`src/rtl/sso_pkg.sv`:
```
// package: register map, field layout, timing and types of the starter control block
package sso_pkg;
   // register byte offsets
   localparam logic [7:0] ADDR_CTRL  = 8'h00;
   localparam logic [7:0] ADDR_RATED = 8'h04;
   localparam logic [7:0] ADDR_RAMP  = 8'h08;
   localparam logic [7:0] ADDR_STAT  = 8'h0C;
   localparam logic [7:0] ADDR_IST   = 8'h10;
   localparam logic [7:0] ADDR_IMASK = 8'h14;
   // control field positions
   localparam int CTRL_CLS_LSB = 0;
   localparam int CTRL_AUTO    = 2;
   // reset values
   localparam logic [2:0]  CTRL_RST  = 3'h1;
   localparam logic [7:0]  RATED_RST = 8'h00;
   localparam logic [15:0] RAMP_RST  = 16'h0000;
   localparam logic [3:0]  IRQ_RST   = 4'h0;
   // trip class codes
   localparam logic [1:0] CLS_OFF = 2'h0;
   localparam logic [1:0] CLS_10  = 2'h1;
   localparam logic [1:0] CLS_15  = 2'h2;
   localparam logic [1:0] CLS_20  = 2'h3;
   // class trip times at 7.2 x rated current, in ms
   localparam logic [14:0] CLS10_MS = 15'h2710;
   localparam logic [14:0] CLS15_MS = 15'h3A98;
   localparam logic [14:0] CLS20_MS = 15'h4E20;
   // 7.2 x rated leaves 6.2 x rated of excess: ratio 62 / 10
   localparam logic [5:0] OVL_MUL = 6'h3E;
   localparam logic [3:0] OVL_DIV = 4'hA;
   // timing
   localparam int CLK_HZ      = 20_000_000;
   localparam int MS_PER_S    = 1000;
   localparam int MS_TICK_CYC = CLK_HZ / MS_PER_S;
   localparam int TEST_HOLD_S = 5;
   localparam int ENTER_S     = 2;
   localparam int CONF_S      = 1;
   localparam logic [15:0] TEST_MS  = 16'(TEST_HOLD_S * MS_PER_S);
   localparam logic [15:0] ENTER_MS = 16'(ENTER_S * MS_PER_S);
   localparam logic [15:0] CONF_MS  = 16'(CONF_S * MS_PER_S);
   localparam int FLASH_HALF_MS = 250;
   localparam int FLICK_HALF_MS = 62;
   // interrupt bit positions
   localparam int EV_TRIP  = 0;
   localparam int EV_BYP   = 1;
   localparam int EV_SAVE  = 2;
   localparam int EV_RATED = 3;
   // programming sequence
   typedef enum logic [1:0] {SSO_P_IDLE, SSO_P_ARM, SSO_P_SHOW, SSO_P_SEL} sso_prog_t;
   // front panel lamps
   typedef struct packed {
      logic health_green;
      logic health_red;
      logic phase_green;
      logic fault_red;
      logic trip_red;
      logic ack_auto;
   } sso_led_t;
endpackage

```
`src/rtl/sso_starter_ctrl.sv`:
```
// starter_output_and_setup_logic: overload, trip test, bypass, relay and programming control
module sso_starter_ctrl
   import sso_pkg::*;
#(
   parameter int          TICK_CYC  = MS_TICK_CYC,
   parameter int          FLASH_MS  = FLASH_HALF_MS,
   parameter int          FLICK_MS  = FLICK_HALF_MS,
   parameter logic [7:0]  MAX_RATED = 8'h64
) (
   input  wire logic        pclk,
   input  wire logic        presetn,
   input  wire logic        psel,
   input  wire logic        penable,
   input  wire logic        pwrite,
   input  wire logic [7:0]  paddr,
   input  wire logic [31:0] pwdata,
   output logic [31:0]      prdata,
   output logic             pready,
   output logic             pslverr,
   input  wire logic        start_input,
   input  wire logic        ack_test_button,
   input  wire logic        reset_behaviour_button,
   input  wire logic        startup_detected,
   input  wire logic [7:0]  motor_current,
   output logic             motor_on,
   output logic             full_voltage,
   output logic             bypass_close,
   output logic             startup_complete_output,
   output logic             follow_relay,
   output logic             fault_relay,
   output sso_led_t         leds,
   output logic             irq
);
   localparam int TW = $clog2(TICK_CYC);

   logic [TW-1:0] tick_cnt_q;
   logic          tick;
   logic [2:0]    ctrl_q;
   logic [7:0]    rated_q;
   logic [15:0]   ramp_q;
   logic [3:0]    ist_q;
   logic [3:0]    imask_q;
   logic [31:0]   prdata_q;
   logic [15:0]   ack_ms_q;
   logic [15:0]   rst_ms_q;
   logic          ack_prev_q;
   logic          rst_prev_q;
   logic          ack_used_q;
   logic [31:0]   acc_q;
   logic          trip_q;
   logic          run_q;
   logic          bypass_q;
   logic          start_prev_q;
   logic [15:0]   rd_ms_q;
   logic          follow_q;
   logic          mode_q;
   logic          sel_q;
   sso_prog_t     prog_q;
   sso_prog_t     prog_d;
   logic [8:0]    flash_cnt_q;
   logic [8:0]    flick_cnt_q;
   logic          flash_q;
   logic          flick_q;
   sso_led_t      leds_q;
   logic          rated_fault_q;
   logic          bypass_prev_q;

   // bus decode
   wire setup    = psel & ~penable;
   wire acc_wr   = psel & penable & pwrite;
   wire hit_ctrl = paddr == ADDR_CTRL;
   wire hit_rate = paddr == ADDR_RATED;
   wire hit_ramp = paddr == ADDR_RAMP;
   wire hit_stat = paddr == ADDR_STAT;
   wire hit_ist  = paddr == ADDR_IST;
   wire hit_imsk = paddr == ADDR_IMASK;
   wire mapped   = hit_ctrl | hit_rate | hit_ramp | hit_stat | hit_ist | hit_imsk;
   assign pready  = 1'b1;
   assign pslverr = psel & penable & ~mapped;
   assign prdata  = prdata_q;

   // configuration fields
   wire [1:0] cls      = ctrl_q[CTRL_CLS_LSB +: 2];
   wire       auto_rst = ctrl_q[CTRL_AUTO];
   wire       rated_fault = rated_q > MAX_RATED;

   // millisecond tick divider
   assign tick = tick_cnt_q == TW'(TICK_CYC - 1);
   always_ff @(posedge pclk or negedge presetn) begin
      if (!presetn) tick_cnt_q <= '0;
      else tick_cnt_q <= tick ? '0 : tick_cnt_q + 1'b1;
   end

   // register writes and read data capture
   wire [3:0] ev;
   wire [31:0] stat_w = {26'h0, prog_q != SSO_P_IDLE, mode_q, bypass_q,
                         trip_q, rated_fault_q, run_q};
   wire [31:0] rd_mux = hit_ctrl ? {29'h0, ctrl_q} :
                        hit_rate ? {24'h0, rated_q} :
                        hit_ramp ? {16'h0, ramp_q} :
                        hit_stat ? stat_w :
                        hit_ist  ? {28'h0, ist_q} :
                        hit_imsk ? {28'h0, imask_q} : 32'h0;
   wire [3:0] w1c = (acc_wr & hit_ist) ? pwdata[3:0] : 4'h0;
   always_ff @(posedge pclk or negedge presetn) begin
      if (!presetn) begin
         ctrl_q   <= CTRL_RST;
         rated_q  <= RATED_RST;
         ramp_q   <= RAMP_RST;
         imask_q  <= IRQ_RST;
         ist_q    <= IRQ_RST;
         prdata_q <= 32'h0;
      end else begin
         if (acc_wr & hit_ctrl) ctrl_q <= pwdata[2:0];
         if (acc_wr & hit_rate) rated_q <= pwdata[7:0];
         if (acc_wr & hit_ramp) ramp_q <= pwdata[15:0];
         if (acc_wr & hit_imsk) imask_q <= pwdata[3:0];
         ist_q <= (ist_q & ~w1c) | ev; // set wins over clear
         if (setup) prdata_q <= rd_mux;
      end
   end
   assign irq = |(ist_q & imask_q);

   // button hold timers in ms
   always_ff @(posedge pclk or negedge presetn) begin
      if (!presetn) begin
         ack_ms_q   <= 16'h0;
         rst_ms_q   <= 16'h0;
         ack_prev_q <= 1'b0;
         rst_prev_q <= 1'b0;
      end else begin
         ack_prev_q <= ack_test_button;
         rst_prev_q <= reset_behaviour_button;
         if (!ack_test_button) ack_ms_q <= 16'h0;
         else if (tick && ack_ms_q != 16'hFFFF) ack_ms_q <= ack_ms_q + 16'h1;
         if (!reset_behaviour_button) rst_ms_q <= 16'h0;
         else if (tick && rst_ms_q != 16'hFFFF) rst_ms_q <= rst_ms_q + 16'h1;
      end
   end
   wire ack_long  = ack_ms_q > CONF_MS;
   wire rst_long  = rst_ms_q > ENTER_MS;
   wire rst_press = reset_behaviour_button & ~rst_prev_q;
   wire ack_rel   = ~ack_test_button & ack_prev_q;

   // programming sequence
   wire save = (prog_q == SSO_P_SEL) & ack_long;
   always_comb begin
      prog_d = prog_q;
      unique case (prog_q)
         SSO_P_IDLE: if (rst_long && !ack_test_button) prog_d = SSO_P_ARM;
         SSO_P_ARM: begin
            if (!reset_behaviour_button) prog_d = SSO_P_IDLE;
            else if (ack_long) prog_d = SSO_P_SHOW;
         end
         SSO_P_SHOW: if (!ack_test_button) prog_d = SSO_P_SEL;
         SSO_P_SEL: if (ack_long) prog_d = SSO_P_IDLE;
      endcase
   end
   always_ff @(posedge pclk or negedge presetn) begin
      if (!presetn) begin
         prog_q <= SSO_P_IDLE;
         mode_q <= 1'b0;
         sel_q  <= 1'b0;
      end else begin
         prog_q <= prog_d;
         if (prog_q == SSO_P_ARM && prog_d == SSO_P_SHOW) sel_q <= mode_q;
         if (prog_q == SSO_P_SEL && rst_press) sel_q <= ~sel_q;
         if (save) mode_q <= sel_q;
      end
   end

   // ack press consumed by programming must not test or clear a trip
   always_ff @(posedge pclk or negedge presetn) begin
      if (!presetn) ack_used_q <= 1'b0;
      else if (!ack_test_button) ack_used_q <= 1'b0;
      else if (prog_q != SSO_P_IDLE) ack_used_q <= 1'b1;
   end

   // overload accumulator of excess current per ms
   wire [14:0] cls_ms = (cls == CLS_10) ? CLS10_MS :
                        (cls == CLS_15) ? CLS15_MS : CLS20_MS;
   wire [35:0] acc_x10 = 36'(acc_q) * 36'(OVL_DIV);
   wire [35:0] ovl_lim = 36'(cls_ms) * 36'(OVL_MUL) * 36'(rated_q);
   wire        over    = motor_current > rated_q;
   wire [31:0] excess  = 32'(motor_current - rated_q);
   wire [31:0] deficit = 32'(rated_q - motor_current);
   always_ff @(posedge pclk or negedge presetn) begin
      if (!presetn) acc_q <= 32'h0;
      else if (cls == CLS_OFF) acc_q <= 32'h0;
      else if (tick && over) acc_q <= acc_q + excess;
      else if (tick) acc_q <= (acc_q > deficit) ? acc_q - deficit : 32'h0;
   end
   wire ovl_trip  = (cls != CLS_OFF) && rated_q != 8'h0 && acc_x10 >= ovl_lim;
   wire test_fire = ack_test_button && ack_ms_q > TEST_MS && !ack_used_q &&
                    prog_q == SSO_P_IDLE;
   wire trip_set  = ovl_trip | test_fire;
   wire trip_clr  = ack_rel && ack_prev_q && !ack_used_q && ack_ms_q <= TEST_MS;

   // trip latch: a new trip wins over an acknowledge
   always_ff @(posedge pclk or negedge presetn) begin
      if (!presetn) trip_q <= 1'b0;
      else if (trip_set) trip_q <= 1'b1;
      else if (trip_clr) trip_q <= 1'b0;
   end

   // motor run, bypass and ramp-down
   wire run_ok = start_input & ~trip_set & ~trip_q & ~rated_fault;
   wire start_fell = start_prev_q & ~start_input;
   always_ff @(posedge pclk or negedge presetn) begin
      if (!presetn) begin
         run_q         <= 1'b0;
         bypass_q      <= 1'b0;
         start_prev_q  <= 1'b0;
         rd_ms_q       <= 16'h0;
         rated_fault_q <= 1'b0;
         bypass_prev_q <= 1'b0;
      end else begin
         run_q         <= run_ok;
         start_prev_q  <= start_input;
         rated_fault_q <= rated_fault;
         bypass_prev_q <= bypass_q;
         if (!run_ok) bypass_q <= 1'b0;
         else if (startup_detected && run_q) bypass_q <= 1'b1;
         if (start_input) rd_ms_q <= 16'h0;
         else if (start_fell) rd_ms_q <= ramp_q;
         else if (tick && rd_ms_q != 16'h0) rd_ms_q <= rd_ms_q - 16'h1;
      end
   end
   wire ramping = ~start_input & (rd_ms_q != 16'h0 | (start_fell & ramp_q != 16'h0));
   assign motor_on                = run_q;
   assign bypass_close            = bypass_q;
   assign startup_complete_output = bypass_q;
   assign full_voltage            = bypass_q;
   assign fault_relay             = trip_q;

   // mode-selectable relay
   always_ff @(posedge pclk or negedge presetn) begin
      if (!presetn) follow_q <= 1'b0;
      else if (!mode_q) follow_q <= start_input;
      else follow_q <= start_input | ramping;
   end
   assign follow_relay = follow_q;

   // blink dividers, flash slow and flicker fast
   always_ff @(posedge pclk or negedge presetn) begin
      if (!presetn) begin
         flash_cnt_q <= 9'h0;
         flick_cnt_q <= 9'h0;
         flash_q     <= 1'b0;
         flick_q     <= 1'b0;
      end else if (tick) begin
         flash_cnt_q <= (flash_cnt_q == 9'(FLASH_MS - 1)) ? 9'h0 : flash_cnt_q + 9'h1;
         flick_cnt_q <= (flick_cnt_q == 9'(FLICK_MS - 1)) ? 9'h0 : flick_cnt_q + 9'h1;
         if (flash_cnt_q == 9'(FLASH_MS - 1)) flash_q <= ~flash_q;
         if (flick_cnt_q == 9'(FLICK_MS - 1)) flick_q <= ~flick_q;
      end
   end

   // lamp selection
   wire in_show = prog_q == SSO_P_SHOW || prog_q == SSO_P_SEL;
   sso_led_t led_d;
   always_comb begin
      led_d.health_green = (prog_q == SSO_P_ARM) ? flick_q : ~in_show;
      led_d.health_red   = in_show;
      led_d.phase_green  = in_show ? (sel_q ? flick_q : flash_q) : bypass_q;
      led_d.fault_red    = ~in_show & (trip_q | rated_fault_q);
      led_d.trip_red     = rated_fault_q ? flash_q : trip_q;
      led_d.ack_auto     = auto_rst;
   end
   always_ff @(posedge pclk or negedge presetn) begin
      if (!presetn) leds_q <= '0;
      else leds_q <= led_d;
   end
   assign leds = leds_q;

   // interrupt events
   assign ev[EV_TRIP]  = trip_set & ~trip_q;
   assign ev[EV_BYP]   = bypass_q & ~bypass_prev_q;
   assign ev[EV_SAVE]  = save;
   assign ev[EV_RATED] = rated_fault & ~rated_fault_q;

   // checks
   a_class_off: assert property (@(posedge pclk) disable iff (!presetn)
      cls == CLS_OFF |=> acc_q == 32'h0 && !ovl_trip)
      else $error("overload active with class off");
   a_rated_block: assert property (@(posedge pclk) disable iff (!presetn)
      rated_fault && $past(rated_fault) && $past(rated_fault, 2) |->
      !motor_on && leds.trip_red == $past(flash_q))
      else $error("start not inhibited on rated fault");
   a_test_trip: assert property (@(posedge pclk) disable iff (!presetn)
      test_fire |=> trip_q && fault_relay ##1 !motor_on)
      else $error("test hold did not trip");
   a_bypass_rise: assert property (@(posedge pclk) disable iff (!presetn)
      $rose(startup_complete_output) |-> $past(startup_detected) && full_voltage)
      else $error("bypass closed without startup");
   a_bypass_open: assert property (@(posedge pclk) disable iff (!presetn)
      !start_input |=> !bypass_close && !startup_complete_output)
      else $error("bypass held after start removal");
   a_follow_mode: assert property (@(posedge pclk) disable iff (!presetn)
      !mode_q |=> follow_relay == $past(start_input))
      else $error("follow relay mismatch");
   a_through_hold: assert property (@(posedge pclk) disable iff (!presetn)
      mode_q && start_fell && ramp_q > 16'h2 && $stable(mode_q) |=> follow_relay [*2])
      else $error("relay opened before ramp-down end");
   a_prog_red: assert property (@(posedge pclk) disable iff (!presetn)
      prog_q == SSO_P_SHOW |=> leds.health_red && !leds.health_green)
      else $error("health lamp not red in programming");
   a_save_exit: assert property (@(posedge pclk) disable iff (!presetn)
      save |=> prog_q == SSO_P_IDLE && mode_q == $past(sel_q) ##1 leds.health_green)
      else $error("save did not store mode and exit");
endmodule

```
`config.mk`:
```
export PLATFORM = sky130hd
export DESIGN_NAME = sso_starter_ctrl
export DESIGN_NICKNAME = d
export VERILOG_FILES = /design/src/rtl/sso_pkg.sv /design/src/rtl/sso_starter_ctrl.sv
export SDC_FILE = /design/constraint.sdc
export NUM_CORES = 1
export LEC_CHECK = 0
export BUFFER_PORTS_ARGS = -buffer_cell sky130_fd_sc_hd__buf_2
export CORE_ASPECT_RATIO = 0.8
export CORE_MARGIN = 8
export CORE_UTILIZATION = 53
export DETAILED_ROUTE_END_ITERATION = 8
export MAX_ROUTING_LAYER = met4
export PLACE_DENSITY_LB_ADDON = 0.2
export SYNTH_ARGS = -nofsm -noshare
export SYNTH_HDL_FRONTEND = slang
export SYNTH_SLANG_ARGS = --single-unit
```
`constraint.sdc`:
```
create_clock -name pclk -period 7.1 [get_ports pclk]
set_clock_uncertainty 0.15 [all_clocks]
set_input_delay 1.42 -clock pclk [delete_from_list [all_inputs] [get_ports pclk]]
set_output_delay 1.42 -clock pclk [all_outputs]
set_load 0.03 [all_outputs]
```
== After elaboration in Yosys (flattened, before gate mapping) ==
Cells that the tools add are included.

* Register bits: 202
* Input port bits: 57
* Output and inout bits: 47
* Word-level logic and storage cells: 200

* Add/subtract/negate cells: 10
* Multipliers: 3
* Magnitude comparators: 8
* Eq/ne operators: 20
* Mux-type cells: 42
* Bitwise logic cells: 49
* Reduce and logical (&&, ||, !) cells: 34

{| class="wikitable"
|+ Operator list
! kind !! number
|-
| 16-bit 2-to-1 mux || 10
|-
| 32-bit 2-to-1 mux || 4
|-
| 15-bit 2-to-1 mux || 3
|-
| 36-bit by 29-bit >= comparator with 1-bit output || 1
|-
| 32-bit by 3-bit multiplier with 35-bit output (second input constant) || 1
|-
| 16-bit by 1-bit adder with 16-bit output (second input constant) || 2
|-
| 32-bit adder || 1
|-
| 32-bit > comparator || 1
|-
| 16-bit inequality test (second input constant) || 2
|-
| 16-bit nonzero test || 2
|-
| 32-bit subtractor || 1
|-
| 20-bit by 8-bit multiplier with 28-bit output || 1
|-
| 1-bit bitwise AND || 22
|-
| 15-bit by 5-bit multiplier with 20-bit output (second input constant) || 1
|-
| 9-bit by 1-bit adder with 9-bit output (second input constant) || 2
|-
| 9-bit 2-to-1 mux || 2
|-
| 8-bit by 8-bit subtractor with 9-bit output || 2
|-
| 8-bit by 4-bit == test with 1-bit output (second input constant) || 2
|-
| 8-bit by 5-bit == test with 1-bit output (second input constant) || 2
|-
| 16-bit by 10-bit > comparator with 1-bit output (second input constant) || 1
|-
| 16-bit by 11-bit > comparator with 1-bit output (second input constant) || 1
|-
| 16-bit by 13-bit > comparator with 1-bit output (second input constant) || 1
|-
| 16-bit by 13-bit less-or-equal comparator with 1-bit output (second input constant) || 1
|-
| 1-bit logical AND || 16
|-
| 30 further kinds || 84
|}

== Depth between registers and ports, before layout ==
Gate-level depths: netlist of the first run.

* Depth in word-level cells: 13
* Mapped depth: 35

== Worst setup path after synthesis of the first run ==
OpenSTA, ideal clock, no wires.

* Path kind: flip-flop to flip-flop
* From: register ctrl_q[0]
* To: register bypass_q, in the netlist bypass_close
* Library setup time: 0.111 ns
* Arrival: 7.261 ns
* Required time: 6.839 ns
* Slack: -0.423 ns
* Stages on the path, launching flop included: 31
* Period minus slack after synthesis: 7.523 ns
* Cell sequence: dfstp_2 > inv_1 > ha_1 > clkbuf_1 > clkbuf_1 > nor2_1 > fa_1 > fa_1 > inv_1 > fa_1 > fa_1 > inv_1 > ha_1 > or2_2 > o22a_1 > a41o_1 > o21ai_0 > o21bai_1 > a21oi_1 > xor2_1 > ha_1 > nand4_1 > nor4_1 > a211oi_1 > o21ai_0 > o2111ai_1 > nand3_1 > a211oi_2 > o2111ai_1 > a2111o_1 > a2111oi_2

* Longest elaborated chain between the ends: 13
* Elaborated cells between the ends (all ways): 17
* Those cells by class: mul: 2; order compare: 1; eq/ne: 3; mux: 3; bitwise: 5; reduce/logical: 3

{| class="wikitable"
|+ Ends and longest elaborated chain
! element !! line !! RTL
|-
| start: declaration || sso_starter_ctrl.sv:38 || <nowiki>logic [2:0] ctrl_q;</nowiki>
|-
| start signal: assignment || sso_starter_ctrl.sv:114 || <nowiki>if (acc_wr & hit_ctrl) ctrl_q <= pwdata[2:0];</nowiki>
|-
| 2-bit == test || sso_starter_ctrl.sv:181 || <nowiki>(cls == CLS_15) ? CLS15_MS : CLS20_MS;</nowiki>
|-
| 15-bit 2-to-1 mux || sso_starter_ctrl.sv:181 ||
|-
| 15-bit 2-to-1 mux || sso_starter_ctrl.sv:180 || <nowiki>wire [14:0] cls_ms = (cls == CLS_10) ? CLS10_MS :</nowiki>
|-
| 15-bit by 5-bit multiplier with 20-bit output || sso_starter_ctrl.sv:183 || <nowiki>wire [35:0] ovl_lim = 36'(cls_ms) * 36'(OVL_MUL) * 36'(rated_q);</nowiki>
|-
| 20-bit by 8-bit multiplier with 28-bit output || sso_starter_ctrl.sv:183 ||
|-
| 36-bit by 29-bit >= comparator with 1-bit output || sso_starter_ctrl.sv:193 || <nowiki>wire ovl_trip = (cls != CLS_OFF) && rated_q != 8'h0 && acc_x10 >= ovl_lim;</nowiki>
|-
| 1-bit logical AND (*) || sso_starter_ctrl.sv:193 ||
|-
| 1-bit OR (*) || sso_starter_ctrl.sv:196 || <nowiki>wire trip_set = ovl_trip | test_fire;</nowiki>
|-
| 1-bit NOT (*) || sso_starter_ctrl.sv:207 || <nowiki>wire run_ok = start_input & ~trip_set & ~trip_q & ~rated_fault;</nowiki>
|-
| 1-bit bitwise AND (*) (3 in series) || sso_starter_ctrl.sv:207 ||
|-
| 2-bit by 1-bit inequality test with 1-bit output (no source line) or 1-bit 2-to-1 mux (tied branches) || -- ||
|-
| end signal: assignment || sso_starter_ctrl.sv:212 || <nowiki>bypass_q <= 1'b0;</nowiki>
|-
| end signal: assignment || sso_starter_ctrl.sv:222 || <nowiki>if (!run_ok) bypass_q <= 1'b0;</nowiki>
|-
| end signal: assignment || sso_starter_ctrl.sv:223 || <nowiki>else if (startup_detected && run_q) bypass_q <= 1'b1;</nowiki>
|-
| end: declaration || sso_starter_ctrl.sv:52 || <nowiki>logic bypass_q;</nowiki>
|}

Every way passes the cells marked *; elsewhere a longest branch is shown, timed or not.
A chain may end at the register's enable or synchronous reset.

== Worst setup path after layout of the first run ==
Ends and elaborated chain as after synthesis.

==> results of run 1 <==
## registers in the layout (all words and copies together), names as in the netlist, 6 cells and up
| signal | cells |
|---|---|
| acc_q | 32 |
| rst_ms_q | 16 |
| tick_cnt_q | 15 |
| flick_cnt_q | 9 |
| leds | 6 |
| ack_ms_q | 16 |
| rated_q | 8 |
| prdata | 16 |
| rd_ms_q | 16 |
| ramp_q | 16 |
| flash_cnt_q | 9 |
## layout make-up
class | count | area, um2 | share of cell area (%)
Multi-Input combinational cell | 1725 | 13700 | 63.0
Inverter | 201 | 754 | 3.47
Tap cell | 480 | 601 | 2.76
Clock buffer | 17 | 425 | 1.96
Antenna cell | 2 | 5.00 | 0.0230
Clock inverter | 15 | 218 | 1.00
Sequential cell | 186 | 4660 | 21.4
Timing Repair Buffer | 201 | 1390 | 6.38
## Yosys cell counts (all sizes together), types with 36 or more instances
master    n
a21o     44
a21oi   148
and2     49
clkbuf   55
dfrtp   185
fa       93
ha      227
inv     201
nand2   160
nand2b   36
nand3    56
nor2    167
o21ai   138
xnor2   101
xor2     60
## per-stage QoR
stage	hold slack [ns]	util [%]
final	0.266	60.9
after global routing	0.286	60.9
after CTS	0.265	60.7
after global placement	0.236	58.0
after floorplan	0.216	-
after detailed placement	0.246	58.0
## kinds of logic (layout without fill, tap and decap cells)
| kind of cell | count (synthesis) | after routing | share of synthesized area (%) |
|---|---|---|---|
| AND/OR/NAND/NOR | 645 | 645 | 16.7 |
| AO/OA/AOI/OAI | 527 | 527 | 17.6 |
| adder cells (fa/ha/maj) | 320 | 320 | 24.6 |
| buffers and inverters | 279 | 434 | 5.98 |
| flip-flops | 186 | 186 | 24.4 |
| XOR/XNOR | 161 | 161 | 7.39 |
| multiplexers | 55 | 55 | 3.21 |
| other | 2 | 19 | 0.0394 |
## final timing paths
kind                           start  slack (ns)  cells after the start      endpoint
setup / recovery           ctrl_q[0]       -0.33                     30  bypass_close
hold / removal             ctrl_q[2]        0.27                      0       leds[0]
setup reg to reg           ctrl_q[0]       -0.33                     30  bypass_close
hold reg to reg            ctrl_q[2]        0.27                      0       leds[0]
max in group asynchronous    presetn        4.90                      2     ramp_q[9]
min in group asynchronous    presetn        0.67                      1     acc_q[28]
## per-layer routing
metal / GRT usage, % / vias up
met1: 34.9 / 8023
met5: - / -
met4: 6.38 / 0
met3: 4.49 / 68
met2: 37.5 / 452
li1: - / 7885
## power by group
| group | switching (uW) | internal (uW) |
|---|---|---|
| Sequential | 44.4 | 1090 |
| Clock | 551 | 499 |
| Combinational | 446 | 306 |
## worst reg2reg max path: cells and delay by family, from the launching register on
kind	cells	cell delay (ns)
AOI/OAI and AO/OA	10	2.15
xor gates and xnor gates	1	0.15
adders and majority gates	7	2.97
buffers and inverters	5	0.32
DFF	1	0.54
and+or+nand+nor	7	1.05
## timing repair
item | in CTS | in global routing
setup buffers | 8 | 2
endpoints found under the setup margin | 4 | 4
pin swaps | 40 | 14
resized for setup | 71 | 13
==> results.md, run 1 <==
* Maximum number of pins on one net before global-route repair at 164
* Number of cells produced by synthesis at 2,175
* Proportion of layout cells with a drive suffix above 1 at 15.5%
* Register area share after synthesis at 24.4%
* Number of warnings issued by yosys at 0
* Pwr Total at 2930 uW
* Buffering stage count on the worst path with inverters included at 5
* Final net count at 2,709
* Unique cell type count in the Yosys netlist at 85
* First-pass GRT wire length at 84.0 mm
* Antenna Violating Nets Remaining at 0
* Clock-pin transition on the worst setup and hold timing paths at 0.08 ns
* Area growth from synthesis to final layout at 13.9%
* TritonCTS clock tree: done
* Core area at 35,700 um2
* Met3 Wirelength at 3.34 mm
* Number of buffers created by CTS at 17
* Slowest cell delay on critical path at 0.54 ns
* Clock latency at the later pin of the worst-skew pair at 0.47 ns
* Maximum ir drop on the vdd rail at 0.132 mV
* Placed instance count at 2,783
* Violations in the final reports: negative setup slack
* Arrival time at the worst endpoint at 7.63 ns
* Die W at 228 um
* Family with the most delay on the worst path: adder cells
* Post-synth EDFFs at 0
* Maximum Capacitance Violations at 0
* CTS Root Buffer Type: sky130_fd_sc_hd__clkbuf_16
* Final critical-path required period at 7.43 ns
* Average routed wire per standard cell at 18.3 um
* Critical path startpoint category: register
* Overall routed net length at 51.8 mm
* Most frequent cell on the critical path: sky130_fd_sc_hd__inv_2
* Pre-CTS WS at -0.719 ns
* Met1 WL at 24.6 mm
* Routed wl met2 at 23.0 mm
* Floorplan die area at 42,400 um2
* Power density over the cells at 135 nW/um2
* Critical path capture point type: register
* Post-Syn Area per Cell at 8.77 um2
* Deepest level of the CTS H-tree at 4
* Required arrival time at the worst endpoint at 7.30 ns
* Transition time of the tightest slew-check pin at 1.27 ns
* Setup repair after global routing missed its margin: yes
* Post-synth top area share at 24.3%
* Result of the run: finished with violations
* Reported leakage power at 0.0106 uW
* Type of the setup path with the least slack: register to register
* Number of buffers between clock root and the deepest sink at 2
* Fraction of registers with async set/reset at 100%
* Routability congestion estimate from global placement at 0.972
* Most common cell after layout, fill and taps aside: sky130_fd_sc_hd__ha_1
* Detailed Routing Iterations Pass 1 at 6
* Initial antenna violation count at 3
* Top layer reached by signal wires: met4
* Final hold violation count at 0
* Post-Syn Area at 19,100 um2
* Remaining max-slew budget at the tightest pin at 14.4%
* Initial DRC Count at 1,149
* I/O pin cnt at 104
* Number of placement rows at 62
* Placed Area at 20,700 um2
* Final HPWL from detailed placement at 40.6 mm
* Cell area after layout at 21,700 um2
* Worst path setup slack after routing at -0.328 ns
* Number of register bits inferred by synthesis at 186
* Effective utilization at floorplan at 53.5%
* Dominant synthesized flop cell: sky130_fd_sc_hd__dfrtp_1
* Cell with the largest stage delay on the worst path: sky130_fd_sc_hd__dfstp_2
* Routed vias at 16,428
* Leading cell types by total area after synthesis: sky130_fd_sc_hd__dfrtp_1 24%, sky130_fd_sc_hd__ha_1 15%, sky130_fd_sc_hd__fa_1 9.8%
* Overall fraction of global-route tracks in use at 25.0%
* Port-buffer cells at 70
* Count of non-filler cells in the finished layout at 2,827
* Type of the most critical hold path: register to register
* Filler Cell Count at 3,101
* Final setup vio count at 3
* Library cell with the largest summed area after synthesis: sky130_fd_sc_hd__dfrtp_1
* Crit Path Max Fanout at 6
* Count of hold-fix buffers inserted at cts at 0
* Via count of the first global-routing pass at 16,105
* Clock sinks at 186
* Number of pins with negative max-slew slack in the final report at 0
* Portion of the clock cycle consumed by the worst path in the final layout at 105%
* Via count normalized by instance count at 5.81
* Fmax achieved at 135 MHz
* TNS Setup at -0.895 ns
* Global route overflow at 0
* Detailed-route DRC error count at 0
* Commonest cells after routing, fill and taps aside: 214 x sky130_fd_sc_hd__ha_1, 188 x sky130_fd_sc_hd__inv_1, 185 x sky130_fd_sc_hd__dfrtp_1
* Y dimension of the die at 186 um
(Power assumes the default switching activity.)
==> inputs of run 2 (changes only) <==
--- a/config.mk
+++ b/config.mk
@@ -5,7 +5,7 @@
 export SDC_FILE = /design/constraint.sdc
 export NUM_CORES = 1
 export LEC_CHECK = 0
-export BUFFER_PORTS_ARGS = -buffer_cell sky130_fd_sc_hd__buf_2
+export BUFFER_PORTS_ARGS = -buffer_cell sky130_fd_sc_hd__buf_4
 export CORE_ASPECT_RATIO = 0.8
 export CORE_MARGIN = 8
 export CORE_UTILIZATION = 53
==> run 2 against run 1 <==
- the flow still finishes with violations (negative setup slack)
- via count fell by 1.9%
- setup slack improved by 0.040 ns
- sequential power barely moved
- non-clock buffer count fell by 3
- first-iteration DRC count fell by 0.96%
- combinational power rose by 2%
- critical path type unchanged
- largest power group unchanged
==> results.md, run 2 (synthesis gave the netlist of run 1 again) <==
* Result of the run: finished with violations
* Violations in the final reports: negative setup slack
* Buffering stage count on the worst path with inverters included at 5 (unchanged)
* Initial antenna violation count at 1 (-2)
* Detailed-route DRC error count at 0 (unchanged)
* Maximum Capacitance Violations at 0 (unchanged)
* Cell with the largest stage delay on the worst path: sky130_fd_sc_hd__fa_1
* Final HPWL from detailed placement at 40.4 mm (-0.46%)
* Floorplan die area at 42,400 um2 (unchanged)
* Clock sinks at 186 (unchanged)
* Final setup vio count at 4 (+1)
* Startpoint of the worst register-to-register path: ctrl_q[0]
* Area growth from synthesis to final layout at 14.5%
* Slowest cell delay on critical path at 0.55 ns (about the same)
* Remaining max-slew budget at the tightest pin at 17.3% (+2.9 points)
* Proportion of layout cells with a drive suffix above 1 at 15.0% (-0.45 points)
* Length in cells of the worst reg-to-reg path at 30 (unchanged)
* Number of placement rows at 62 (unchanged)
* First-pass GRT wire length at 83.8 mm (-0.20%)
* Reported leakage power at 0.0106 uW (+0.14%)
* Via count of the first global-routing pass at 16,201 (+0.60%)
* Port-buffer cells at 70 (unchanged)
* Final hold violation count at 0 (unchanged)
* I/O pin cnt at 104 (unchanged)
* Antenna Violating Nets Remaining at 0 (unchanged)
* Type of the setup path with the least slack: register to register
* Routed vias at 16,114 (-1.9%)
* Crit Path Max Fanout at 5 (-1)
* Pwr Total at 2950 uW (+0.44%)
* Critical path capture point type: register
* Maximum number of pins on one net before global-route repair at 76 (-54%)
* Setup repair after global routing missed its margin: yes
* Routability congestion estimate from global placement at 0.942 (-3.2%)
* Deepest level of the CTS H-tree at 4 (unchanged)
* Clock latency at the later pin of the worst-skew pair at 0.47 ns (about the same)
* Type of the most critical hold path: register to register
* Global route overflow at 0 (unchanged)
* Number of buffers between clock root and the deepest sink at 2 (unchanged)
* Number of pins with negative max-slew slack in the final report at 0 (unchanged)
* Overall routed net length at 51.0 mm (-1.5%)
* Family with the most delay on the worst path: adder cells
* Die W at 228 um (unchanged)
* Portion of the clock cycle consumed by the worst path in the final layout at 104% (-0.56 points)
* Most common cell after layout, fill and taps aside: sky130_fd_sc_hd__ha_1
* Worst Min Path Start: ctrl_q[2]
* TritonCTS clock tree: done
* Arrival time at the worst endpoint at 7.58 ns (-0.05 ns)
* Most frequent cell on the critical path: sky130_fd_sc_hd__fa_1
* Count of cells along the worst hold path at 0 (unchanged)
* Filler Cell Count at 3,079 (-0.71%)
* Final critical-path required period at 7.39 ns (-0.0400 ns)
* Number of buffers created by CTS at 17 (unchanged)
* Cell area after layout at 21,800 um2 (+0.49%)
* Initial DRC Count at 1,138 (-0.96%)
* Share of the core filled with cells at 61.2% (+0.30 points)
* Detailed Routing Iterations Pass 1 at 5 (-1)
* Commonest cells after routing, fill and taps aside: 215 x sky130_fd_sc_hd__ha_1, 195 x sky130_fd_sc_hd__buf_4, 192 x sky130_fd_sc_hd__inv_1
* Origin of the worst setup path: ctrl_q[0]
* Core area at 35,700 um2 (unchanged)
* CTS Root Buffer Type: sky130_fd_sc_hd__clkbuf_16
* Fmax achieved at 135 MHz (+0.54%)
* Most flops, register: acc_q
* Average routed wire per standard cell at 18.1 um (-1.4%)
* Effective utilization at floorplan at 53.5% (unchanged)
* Flip-flop count of the largest register after layout at 32 (unchanged)
* Final net count at 2,706 (-0.11%)
* Required arrival time at the worst endpoint at 7.30 ns (about the same)
* Critical path startpoint category: register
* Power density over the cells at 135 nW/um2 (about the same)
* Maximum ir drop on the vdd rail at 0.175 mV (+33%)
* End of the worst register-to-register path: bypass_close
* Clock-pin transition on the worst setup and hold timing paths at 0.09 ns (about the same)
* Placed Area at 20,900 um2 (+0.83%)
* Transition time of the tightest slew-check pin at 1.22 ns (-0.0452 ns)
* Y dimension of the die at 186 um (unchanged)
* Hold path endpoint: leds[0]
* Overall fraction of global-route tracks in use at 24.9% (-0.16 points)
* Worst path setup slack after routing at -0.288 ns (+0.0400 ns)
* Via count normalized by instance count at 5.71 (-1.8%)
* Reg-to-reg slack, setup at -0.29 ns (+0.04 ns)
run 2: layout make-up:
type                       count  area, um2  area share [%]
timing repair buffer         198       1520            6.95
clock inverter                15        215           0.985
multi-input combinational   1725      13700            62.6
clock buffer                  17        425            1.95
inverter                     201        757            3.47
tap                          480        601            2.75
sequential                   186       4660            21.3
antenna                        1       2.50          0.0115
run 2: worst max-delay path by stage:
stage                   end  depth (start not counted)  slack (ns)
3_5_place_dp   bypass_close                         31       -0.78
6_report       bypass_close                         30       -0.29
5_1_grt        bypass_close                         33       -0.68
4_1_cts        bypass_close                         33       -0.20
2_1_floorplan  bypass_close                         32       0.003
3_3_place_gp   bypass_close                         29       -0.63
run 2: per-layer routing:
metal	vias to the layer above	track usage, %	wire length [um]
met4	0	5.10	664
li1	7876	-	-
met3	42	3.82	2690
met5	-	-	0
met1	7817	35.0	25000
met2	379	38.0	22700
run 2: repair_timing:
item | CTS | global route
resized for setup | 60 | 7
setup buffers | 7 | 1
hold buffers | 0 | 0
hold endpoints to repair | 0 | 0
pin swaps | 29 | 2
setup endpoints to repair | 4 | 4
run 2: report_power, final:
part	leakage, uW	internal [uW]	switching, uW
logic	0.00789	315	448
registers	0.00242	1090	46.6
clock network	0.000309	497	553
run 2: metrics by stage:
| stage | TNS, ns | worst slack (ns) | instances | hold slack, ns |
|---|---|---|---|---|
| 2_1_floorplan | 0 | 0.00283 | 2190 | 0.216 |
| 3_3_place_gp | -2.06 | -0.634 | 2783 | 0.236 |
| 3_5_place_dp | -2.57 | -0.776 | 2783 | 0.238 |
| 4_1_cts | -0.597 | -0.204 | 2822 | 0.262 |
| 5_1_grt | -2.31 | -0.676 | 2823 | 0.292 |
| 6_report | -0.916 | -0.288 | 2823 | 0.260 |
